File: config.mk
export PLATFORM = sky130hd
export DESIGN_NAME = aps_shutdown_ctrl
export DESIGN_NICKNAME = d
export VERILOG_FILES = /design/src/include/aps_pkg.sv /design/src/hdl/aps_shutdown_ctrl.sv /design/src/hdl/aps_sync.sv
export SDC_FILE = /design/constraint.sdc
export NUM_CORES = 1
export LEC_CHECK = 0
export BUFFER_PORTS_ARGS = -buffer_cell sky130_fd_sc_hd__buf_2
export CORE_MARGIN = 8
export CORE_UTILIZATION = 58
export CTS_CLUSTER_DIAMETER = 150
export CTS_CLUSTER_SIZE = 28
export DETAILED_ROUTE_END_ITERATION = 7
export MAX_ROUTING_LAYER = met4
export PLACE_DENSITY = 0.82
export SETUP_SLACK_MARGIN = 0.1
export SLEW_MARGIN = 40
export SYNTH_ARGS = -nofsm -noshare
export SYNTH_HDL_FRONTEND = slang
export SYNTH_SLANG_ARGS = --single-unit
File: constraint.sdc
create_clock -name clk_sys -period 1.8 [get_ports clk_sys]
set_input_delay 0.36 -clock clk_sys [delete_from_list [all_inputs] [get_ports clk_sys]]
set_output_delay 0.36 -clock clk_sys [all_outputs]
set_load 0.01 [all_outputs]
File: src/include/aps_pkg.sv
`default_nettype none
package aps_pkg;
    // Configuration word shifted in MSB first on rising serial clock edges
    localparam int CFG_BITS = 8;
    localparam int CFG_CNT_W = 4;
    localparam int WL_HI_POS = 1;
    localparam int WL_LO_POS = 0;
    localparam logic WL_HI_SHDN = 1'h0;
    localparam logic WL_LO_SHDN = 1'h1;
    // Shutdown starts at this falling serial clock edge
    localparam logic [CFG_CNT_W-1:0] SHDN_FALL_NUM = 4'hA;
    localparam logic [CFG_CNT_W-1:0] CNT_MAX = 4'hF;
    // Quiet time on the serial clock that closes a burst
    localparam int BURST_GAP_NS = 1024;
    localparam int CLK_PERIOD_NS = 4;
    localparam int BURST_GAP_CYC = BURST_GAP_NS / CLK_PERIOD_NS;
    localparam int SYNC_BITS = 3;
    localparam int SYNC_CS = 2;
    localparam int SYNC_SCLK = 1;
    localparam int SYNC_DIN = 0;
    localparam logic RESET_POWERED = 1'h1;

    typedef enum logic [1:0]
    {
        APS_ACTIVE = 2'h0,
        APS_DUMMY = 2'h1,
        APS_SHUT = 2'h3
    } aps_state_t;
endpackage
`default_nettype wire

File: src/hdl/aps_shutdown_ctrl.sv
`default_nettype none
module aps_shutdown_ctrl
    import aps_pkg::*;
#(
    parameter int GAP_CYC = aps_pkg::BURST_GAP_CYC
) (
    input wire logic clk_sys, // System clock, 250 MHz
    input wire logic resetn, // Asynchronous reset, active low
    input wire logic cs_n, // Chip select pin, active low
    input wire logic sclk, // Serial shift clock pin
    input wire logic din, // Serial configuration input pin
    input wire logic conv_done, // Conversion engine finished, pulse
    output logic conv_start, // Start a conversion, pulse
    output logic conv_dummy, // Running conversion is the dummy one
    output logic powered, // Analog section powered
    output logic shdn_req, // Shutdown requested in this cycle
    output aps_pkg::aps_state_t state // Control state
);
    import aps_pkg::*;

    localparam int GAP_W = $clog2(GAP_CYC + 1);
    localparam logic [GAP_W-1:0] GAP_LAST = GAP_W'(GAP_CYC);

    logic [SYNC_BITS-1:0] s_level;
    logic [SYNC_BITS-1:0] s_rise;
    logic [SYNC_BITS-1:0] s_fall;
    logic [CFG_BITS-2:0] cfg_shift;
    logic [CFG_CNT_W-1:0] rise_cnt;
    logic [CFG_CNT_W-1:0] fall_cnt;
    logic [GAP_W-1:0] gap_cnt;
    logic burst_idle;
    aps_state_t next_state;
    logic next_powered;

    aps_sync #(
        .W(SYNC_BITS)
    ) u_sync (
        .clk_sys(clk_sys),
        .resetn(resetn),
        .pin({cs_n, sclk, din}),
        .level(s_level),
        .rise(s_rise),
        .fall(s_fall)
    );

    wire cs_low = ~s_level[SYNC_CS];
    wire cs_fall = s_fall[SYNC_CS];
    wire cs_high = s_level[SYNC_CS];
    wire sck_rise = s_rise[SYNC_SCLK] & cs_low;
    // Select may rise with the tenth fall; that fall still counts
    wire cs_was_low = cs_low | s_rise[SYNC_CS];
    wire sck_fall = s_fall[SYNC_SCLK] & cs_was_low;
    wire din_s = s_level[SYNC_DIN];
    wire [CFG_BITS-1:0] word_now = {cfg_shift, din_s};
    wire word_last = sck_rise && rise_cnt == CFG_CNT_W'(CFG_BITS - 1);
    wire shdn_code = word_now[WL_HI_POS] == WL_HI_SHDN &&
                     word_now[WL_LO_POS] == WL_LO_SHDN;
    // Conversion request; the conversion clock plays no part
    wire conv_req = cs_fall | (sck_rise & burst_idle);
    wire wake_req = cs_fall | sck_rise;
    wire shdn_edge = state == APS_ACTIVE && shdn_req && sck_fall &&
                     fall_cnt == SHDN_FALL_NUM - 4'h1;
    wire act_start = state == APS_ACTIVE && conv_req;
    wire shut_wake = state == APS_SHUT && wake_req;
    wire new_cycle = act_start | shut_wake;

    always_comb
    begin
        next_state = state;
        next_powered = powered;
        case (state)
            APS_ACTIVE:
            begin
                if (shdn_edge)
                begin
                    next_state = APS_DUMMY;
                end
            end
            APS_DUMMY:
            begin
                if (conv_done)
                begin
                    next_state = APS_SHUT;
                    next_powered = 1'h0;
                end
            end
            APS_SHUT:
            begin
                if (wake_req)
                begin
                    next_state = APS_ACTIVE;
                    next_powered = 1'h1;
                end
            end
            default:
            begin
                next_state = APS_ACTIVE;
                next_powered = 1'h1;
            end
        endcase
    end

    always_ff @(posedge clk_sys or negedge resetn)
    begin
        if (!resetn)
        begin
            state <= APS_ACTIVE;
            powered <= RESET_POWERED;
        end
        else
        begin
            state <= next_state;
            powered <= next_powered;
        end
    end

    // Start pulse: real conversion on a request, dummy on shutdown entry
    always_ff @(posedge clk_sys or negedge resetn)
    begin
        if (!resetn)
        begin
            conv_start <= 1'h0;
            conv_dummy <= 1'h0;
        end
        else
        begin
            conv_start <= new_cycle | shdn_edge;
            if (shdn_edge)
            begin
                conv_dummy <= 1'h1;
            end
            else if (new_cycle || next_state != APS_DUMMY)
            begin
                conv_dummy <= 1'h0;
            end
        end
    end

    // Serial edge counters, restarted by each new conversion cycle outside the dummy state and cleared while select is high
    always_ff @(posedge clk_sys or negedge resetn)
    begin
        if (!resetn)
        begin
            rise_cnt <= 4'h0;
            fall_cnt <= 4'h0;
            cfg_shift <= '0;
        end
        else if (cs_high)
        begin
            rise_cnt <= 4'h0;
            fall_cnt <= 4'h0;
        end
        else if (new_cycle)
        begin
            rise_cnt <= sck_rise ? 4'h1 : 4'h0;
            fall_cnt <= 4'h0;
            if (sck_rise)
            begin
                cfg_shift <= {cfg_shift[CFG_BITS-3:0], din_s};
            end
        end
        else
        begin
            if (sck_rise && rise_cnt != CNT_MAX)
            begin
                rise_cnt <= rise_cnt + 4'h1;
                cfg_shift <= {cfg_shift[CFG_BITS-3:0], din_s};
            end
            if (sck_fall && fall_cnt != CNT_MAX)
            begin
                fall_cnt <= fall_cnt + 4'h1;
            end
        end
    end

    // Shutdown request, held for the current serial cycle only
    always_ff @(posedge clk_sys or negedge resetn)
    begin
        if (!resetn)
        begin
            shdn_req <= 1'h0;
        end
        else if (cs_high || new_cycle || shdn_edge)
        begin
            shdn_req <= 1'h0;
        end
        else if (word_last && state == APS_ACTIVE)
        begin
            shdn_req <= shdn_code;
        end
    end

    // A burst ends after a quiet gap; select high also ends it
    always_ff @(posedge clk_sys or negedge resetn)
    begin
        if (!resetn)
        begin
            gap_cnt <= '0;
            burst_idle <= 1'h1;
        end
        else if (cs_high || (state == APS_DUMMY && conv_done))
        begin
            gap_cnt <= '0;
            burst_idle <= 1'h1;
        end
        // The burst that follows a select fall belongs to that request
        else if (cs_fall || sck_rise || s_fall[SYNC_SCLK])
        begin
            gap_cnt <= '0;
            burst_idle <= 1'h0;
        end
        else if (gap_cnt == GAP_LAST)
        begin
            burst_idle <= 1'h1;
        end
        else
        begin
            gap_cnt <= gap_cnt + GAP_W'(1);
        end
    end

    AST_SHDN_CODE: assert property (@(posedge clk_sys) disable iff (!resetn)
        word_last && state == APS_ACTIVE && shdn_code && !new_cycle
        |=> shdn_req)
        else $error("shutdown code not recognised");

    AST_NO_SHDN_CODE: assert property (@(posedge clk_sys) disable iff (!resetn)
        word_last && !shdn_code |=> !shdn_req)
        else $error("shutdown flagged for other word length");

    AST_TENTH_FALL: assert property (@(posedge clk_sys) disable iff (!resetn)
        state == APS_ACTIVE && shdn_req && sck_fall && fall_cnt == 4'h9
        |=> state == APS_DUMMY && conv_start && conv_dummy)
        else $error("shutdown not entered at tenth falling edge");

    AST_EARLY: assert property (@(posedge clk_sys) disable iff (!resetn)
        state == APS_ACTIVE && fall_cnt < 4'h9 |=> state != APS_DUMMY)
        else $error("shutdown entered too early");

    AST_DUMMY_IDLE: assert property (@(posedge clk_sys) disable iff (!resetn)
        state == APS_DUMMY && conv_done
        |=> state == APS_SHUT && !powered && !conv_start && !conv_dummy)
        else $error("dummy conversion did not end in shutdown");

    AST_WAKE: assert property (@(posedge clk_sys) disable iff (!resetn)
        state == APS_SHUT && (cs_fall || sck_rise)
        |=> powered && conv_start && !conv_dummy ##1 !conv_start)
        else $error("no immediate conversion on wake");

    AST_STAY_SHUT: assert property (@(posedge clk_sys) disable iff (!resetn)
        state == APS_SHUT && !cs_fall && !sck_rise
        |=> !powered && !conv_start && state == APS_SHUT)
        else $error("left shutdown without a request");

    AST_CS_REQ: assert property (@(posedge clk_sys) disable iff (!resetn)
        state == APS_ACTIVE && $fell(s_level[SYNC_CS]) |=> conv_start)
        else $error("select fall did not start a conversion");

    AST_LATE_CLK: assert property (@(posedge clk_sys) disable iff (!resetn)
        state == APS_DUMMY && conv_done ##1 sck_rise
        |=> powered && state == APS_ACTIVE)
        else $error("late serial clock did not wake");

    COV_SHUT: cover property (@(posedge clk_sys) disable iff (!resetn)
        state == APS_DUMMY ##[1:200] state == APS_SHUT);
    COV_WAKE_CS: cover property (@(posedge clk_sys) disable iff (!resetn)
        state == APS_SHUT && cs_fall);
    COV_WAKE_CLK: cover property (@(posedge clk_sys) disable iff (!resetn)
        state == APS_SHUT && sck_rise);
    COV_BURST: cover property (@(posedge clk_sys) disable iff (!resetn)
        state == APS_ACTIVE && sck_rise && burst_idle && !cs_fall);
endmodule
`default_nettype wire

File: src/hdl/aps_sync.sv
`default_nettype none
module aps_sync #(
    parameter int W = 3
) (
    input wire logic clk_sys, // System clock
    input wire logic resetn, // Asynchronous reset, active low
    input wire logic [W-1:0] pin, // Asynchronous pin levels
    output logic [W-1:0] level, // Synchronised level
    output logic [W-1:0] rise, // One-cycle pulse on a rising edge
    output logic [W-1:0] fall // One-cycle pulse on a falling edge
);
    logic [W-1:0] stage1;
    logic [W-1:0] stage2;
    logic [W-1:0] stage3;

    genvar i;
    generate
        for (i = 0; i < W; i++)
        begin : g_bit
            always_ff @(posedge clk_sys or negedge resetn)
            begin
                if (!resetn)
                begin
                    stage1[i] <= 1'h1;
                    stage2[i] <= 1'h1;
                    stage3[i] <= 1'h1;
                end
                else
                begin
                    stage1[i] <= pin[i];
                    stage2[i] <= stage1[i];
                    stage3[i] <= stage2[i];
                end
            end
            assign level[i] = stage2[i];
            assign rise[i] = stage2[i] & ~stage3[i];
            assign fall[i] = ~stage2[i] & stage3[i];
        end
    endgenerate
endmodule
`default_nettype wire

==> results.md <==
- The run finished with clean final reports.
- The area of the core region is 2660 sq um.
- The dominant cell by count in the synthesized netlist is sky130_fd_sc_hd__dfrtp_1.
- Yosys printed 0 warnings.
- For this run the aggregate overflow at the end of global routing stands at 0.
- In this run the static leakage power is 0.800 nW.
- Setup repair after global routing left no endpoint under its margin.
- The uppermost layer routed is met4.
- The arrival time at the worst endpoint is 1.86 ns.
- The final design area excluding fillers is 1750 sq um.
- Counting flops with a built-in enable in the synthesized netlist gives 0.
- The TritonCTS buffer count is 5.
- 12 I/O pins were placed.
- Once the floorplan was initialized, standard cells occupied 59.0% of the core.
- Summing over every cut layer, the via total after detailed routing is 1146.
- Dividing the detail-routed wire length by the instance count gives 14.8 microns.
- The final max-slew violation count is 0.
- For this block, the initial DRC count from the detailed router was 55.
- The clock arrives with 0.00612 ns of skew.
- The sequential area share after synthesis is 53.3%.
- The overall die height is 68.1 microns.
- The final layout contains 176 nets.
- For this block, wires on met1 add up to 1260 microns.
- Synthesis produced 148 cells.
- Registers are responsible for 54.5% of the overall power.
- The maximum clock path buffer count is 2.
- The setup slack of the worst register-to-register path is 0.19 ns.
- The row count is 19.
- The number of antenna violations at the first check in global routing is 0.
- In this run the worst hold path is classified as input pin to asynchronous set/reset pin.
- The number of nets in the synthesized netlist is 159.
- The startpoint type of the worst setup path is a flip-flop.
- The CTS tree is built.
- The count of maximum capacitance violations is 0.
- Of all flip-flops after synthesis, the portion carrying an async set or reset was 100%.
- sky130_fd_sc_hd__dfrtp_1 takes more of the synthesized area than any other cell.
- Hold repair after CTS inserted 0 buffers.
- The top flip-flop cell by instance count after synthesis is sky130_fd_sc_hd__dfrtp_1.
- In the synthesized netlist, the cells that appear most often are sky130_fd_sc_hd__dfrtp_1 (23), sky130_fd_sc_hd__nor2_1 (16), sky130_fd_sc_hd__dfstp_2 (10), sky130_fd_sc_hd__nand3_1 (10), sky130_fd_sc_hd__xor2_1 (9).
- Counting every sink on the clock net gives 33.
- The wire-length estimate of the detail-placed layout is 2120 microns.
- After detailed routing, the number of remaining DRC violations is 0.
- The length of the first detailed-routing pass in iterations is 4.
- The tree is rooted in a sky130_fd_sc_hd__clkbuf_4.
- The portion of synthesized cell area occupied by the leading cell type is 36.6%.
- The count of endpoints failing hold in the final timing report was 0.
- The floorplan step defined a die boundary enclosing 4630 sq um.
- The count of cells along the worst register-to-register path is 4.
- Wires add up to 2920 microns.
- The maximum level of the CTS H-tree is 2.
- The destination of the worst register-to-register timing path is burst_idle.
- The global placer's final weighted congestion is 0.923.
- After synthesis the netlist holds a flip-flop and latch count of 33.
- Measured along the x axis, the die boundary spans 68.1 microns.
- Ranked by total cell area, the synthesized netlist is headed by sky130_fd_sc_hd__dfrtp_1 (37%), sky130_fd_sc_hd__dfstp_2 (17%), sky130_fd_sc_hd__xor2_1 (5.0%).
- The total negative slack is 0 ns.
- Summed over all nets, the switching power comes to 0.319 mW.
- At the worst endpoint, the required time is 2.05 ns.
- The number of port buffers is 11.
- The number of global-route vias before repair was 1171.
- The number of setup violations in the final report is 0.
- The maximum VDD drop is 0.000731 V.
- The share of post-route cells with drive strength above 1 is 22.3%.
- The type of the setup path with the least slack is flip-flop to flip-flop.
- The repair_antennas step left the layout with diodes totalling 0.
- The all-layer global routing usage is 15.1%.
- The final antenna-violating net count is 0.
- The latest clock arrival within the worst-skew pair is 0.34 ns.
- The total power divided by cell area is 832 nW/um^2.
- Net switching is 21.9% of the power.
- The launch instance of the worst register-to-register path is gap_cnt[3].
- For the pin with the worst max-slew slack, the measured transition is 0.699 ns.
- Counting distinct cell types in the post-synthesis netlist gives 41.
- Post-CTS repair changed the size of 0 cells.
- The final critical-path share of the clock period is 89.4%.
- The type of element capturing the critical path is a flip-flop.
- Detailed routing placed a total of 174 microns of wire on met3.
- The internal portion of the total power is 1.13 mW.
- Combinational logic burns 5.8% of the power.
- In the routed layout, each cell is associated on average with a via count of 5.82.
- Once the clock tree was built, the setup fixing pass inserted 0 buffers.
- The area growth from synthesis to layout is 11.2%.
- The share of total power dissipated in the clock network is 39.7%.
- Entering global routing, the biggest net connects 34 pins.
- Once placement finished, the instance area stood at 1660 sq um.
- The amount of wire on met2 after detailed routing is 1400 microns.
- The first global-routing pass estimated 5030 microns of wire.
- The fmax is 0.621 GHz.
- In this run the tightest slew margin relative to its limit is 53.4%.
- The largest fanout on the critical path is 5.
- Summing every instance area after synthesis gives 1570 sq um.
- Clock-pin slew was measured on the worst setup and hold paths at 0.10 ns.
- The post-layout minimum cycle time is 1.61 ns.
- The average instance area after synthesis is 10.6 sq um.
-- per-stage QoR --
step / utilization (%) / setup slack, ns / power [mW] / hold WS (ns) / std cells
4_1_cts: 65.5 / 0.182 / 1.47 / 0.0823 / 197
2_1_floorplan: - / 0.240 / 0.852 / 0.0644 / 148
5_1_grt: 65.6 / 0.104 / 1.51 / 0.0996 / 197
3_5_place_dp: 62.3 / 0.194 / 0.890 / 0.349 / 189
6_report: 65.6 / 0.190 / 1.45 / 0.0585 / 197
3_3_place_gp: 62.3 / 0.261 / 0.885 / 0.347 / 189
-- flip-flops by register name, indices dropped and copies added (netlist names) --
signal	flops
gap_cnt	9
fall_cnt	4
rise_cnt	4
u_sync.level	3
u_sync.stage1	3
state	2
u_sync.stage3	2
burst_idle	1
cfg_shift	1
conv_dummy	1
conv_start	1
powered	1
shdn_req	1
-- worst max path at each step --
stage / from / end / slack, ns / cells after the start
after floorplan: state[1] / gap_cnt[3] / 0.24 / 5
after CTS: gap_cnt[3] / burst_idle / 0.18 / 4
after detailed placement: gap_cnt[3] / burst_idle / 0.19 / 4
after global routing: u_sync.stage3[1] / fall_cnt[3] / 0.10 / 4
after global placement: u_sync.stage3[1] / fall_cnt[3] / 0.26 / 4
final: gap_cnt[3] / burst_idle / 0.19 / 4
-- layout make-up --
cell class / count / area, sq um
Clock inverter: 1 / 30.0
Clock buffer: 7 / 55.1
Fill cell: 208 / 915
Multi-Input combinational cell: 107 / 701
Inverter: 6 / 22.5
Sequential cell: 33 / 838
Timing Repair Buffer: 12 / 62.6
Tap cell: 31 / 38.8
-- worst max-delay path: stages, from the launching register on --
cell                      delay (ns)
sky130_fd_sc_hd__dfrtp_1        0.44
sky130_fd_sc_hd__nor4_1         0.39
sky130_fd_sc_hd__nand4_2        0.28
sky130_fd_sc_hd__nor2b_1        0.22
sky130_fd_sc_hd__o31ai_1        0.19
-- layout by cell type (no fill, tap or decap), drive strengths merged --
| cell type | n |
|---|---|
| o31ai | 1 |
| nand4 | 6 |
| and4b | 1 |
| a21o | 2 |
| nor2 | 18 |
| dfrtp | 23 |
| o2bb2ai | 1 |
| bufinv | 1 |
| nand3b | 1 |
| clkbuf | 7 |
| dfstp | 10 |
| o21a | 1 |
| o21ai | 6 |
| xnor2 | 2 |
| and3b | 1 |
| nor4 | 2 |
| xor2 | 9 |
| nand3 | 10 |
| or3 | 1 |
| and4 | 1 |
| a21oi | 8 |
| nor3b | 2 |
| o211ai | 2 |
| a2111oi | 1 |
| inv | 6 |
| o22ai | 1 |
| ha | 5 |
| a211o | 1 |
| mux2i | 2 |
| buf | 12 |
| nor2b | 5 |
| nand2 | 7 |
| nor3 | 1 |
| a311oi | 1 |
| nand2b | 3 |
| or2 | 2 |
| or4 | 1 |
| and3 | 2 |
-- cell families after synthesis --
| group | share of synthesized area [%] |
|---|---|
| AO/OA/AOI/OAI | 9.95 |
| XOR/XNOR | 6.13 |
| adder cells (fa/ha/maj) | 3.98 |
| buffers and inverters | 2.39 |
| flip-flops | 53.3 |
| multiplexers | 1.27 |
| AND/OR/NAND/NOR | 22.9 |
-- layer usage --
| layer | global-route usage, % | up-vias |
|---|---|---|
| met5 | - | - |
| met4 | 9.97 | 0 |
| met3 | 6.22 | 12 |
| met2 | 23.4 | 36 |
| met1 | 15.3 | 540 |
| li1 | - | 558 |
-- power groups by stage --
stage | registers (mW) | clock network (mW) | logic (mW)
after floorplan | 0.799 | 0 | 0.0537
after global placement | 0.803 | 0 | 0.0820
after detailed placement | 0.805 | 0 | 0.0856
after CTS | 0.792 | 0.592 | 0.0861
after global routing | 0.794 | 0.623 | 0.0971
final | 0.792 | 0.577 | 0.0846
Note: power is estimated with default switching activity, not from simulation.
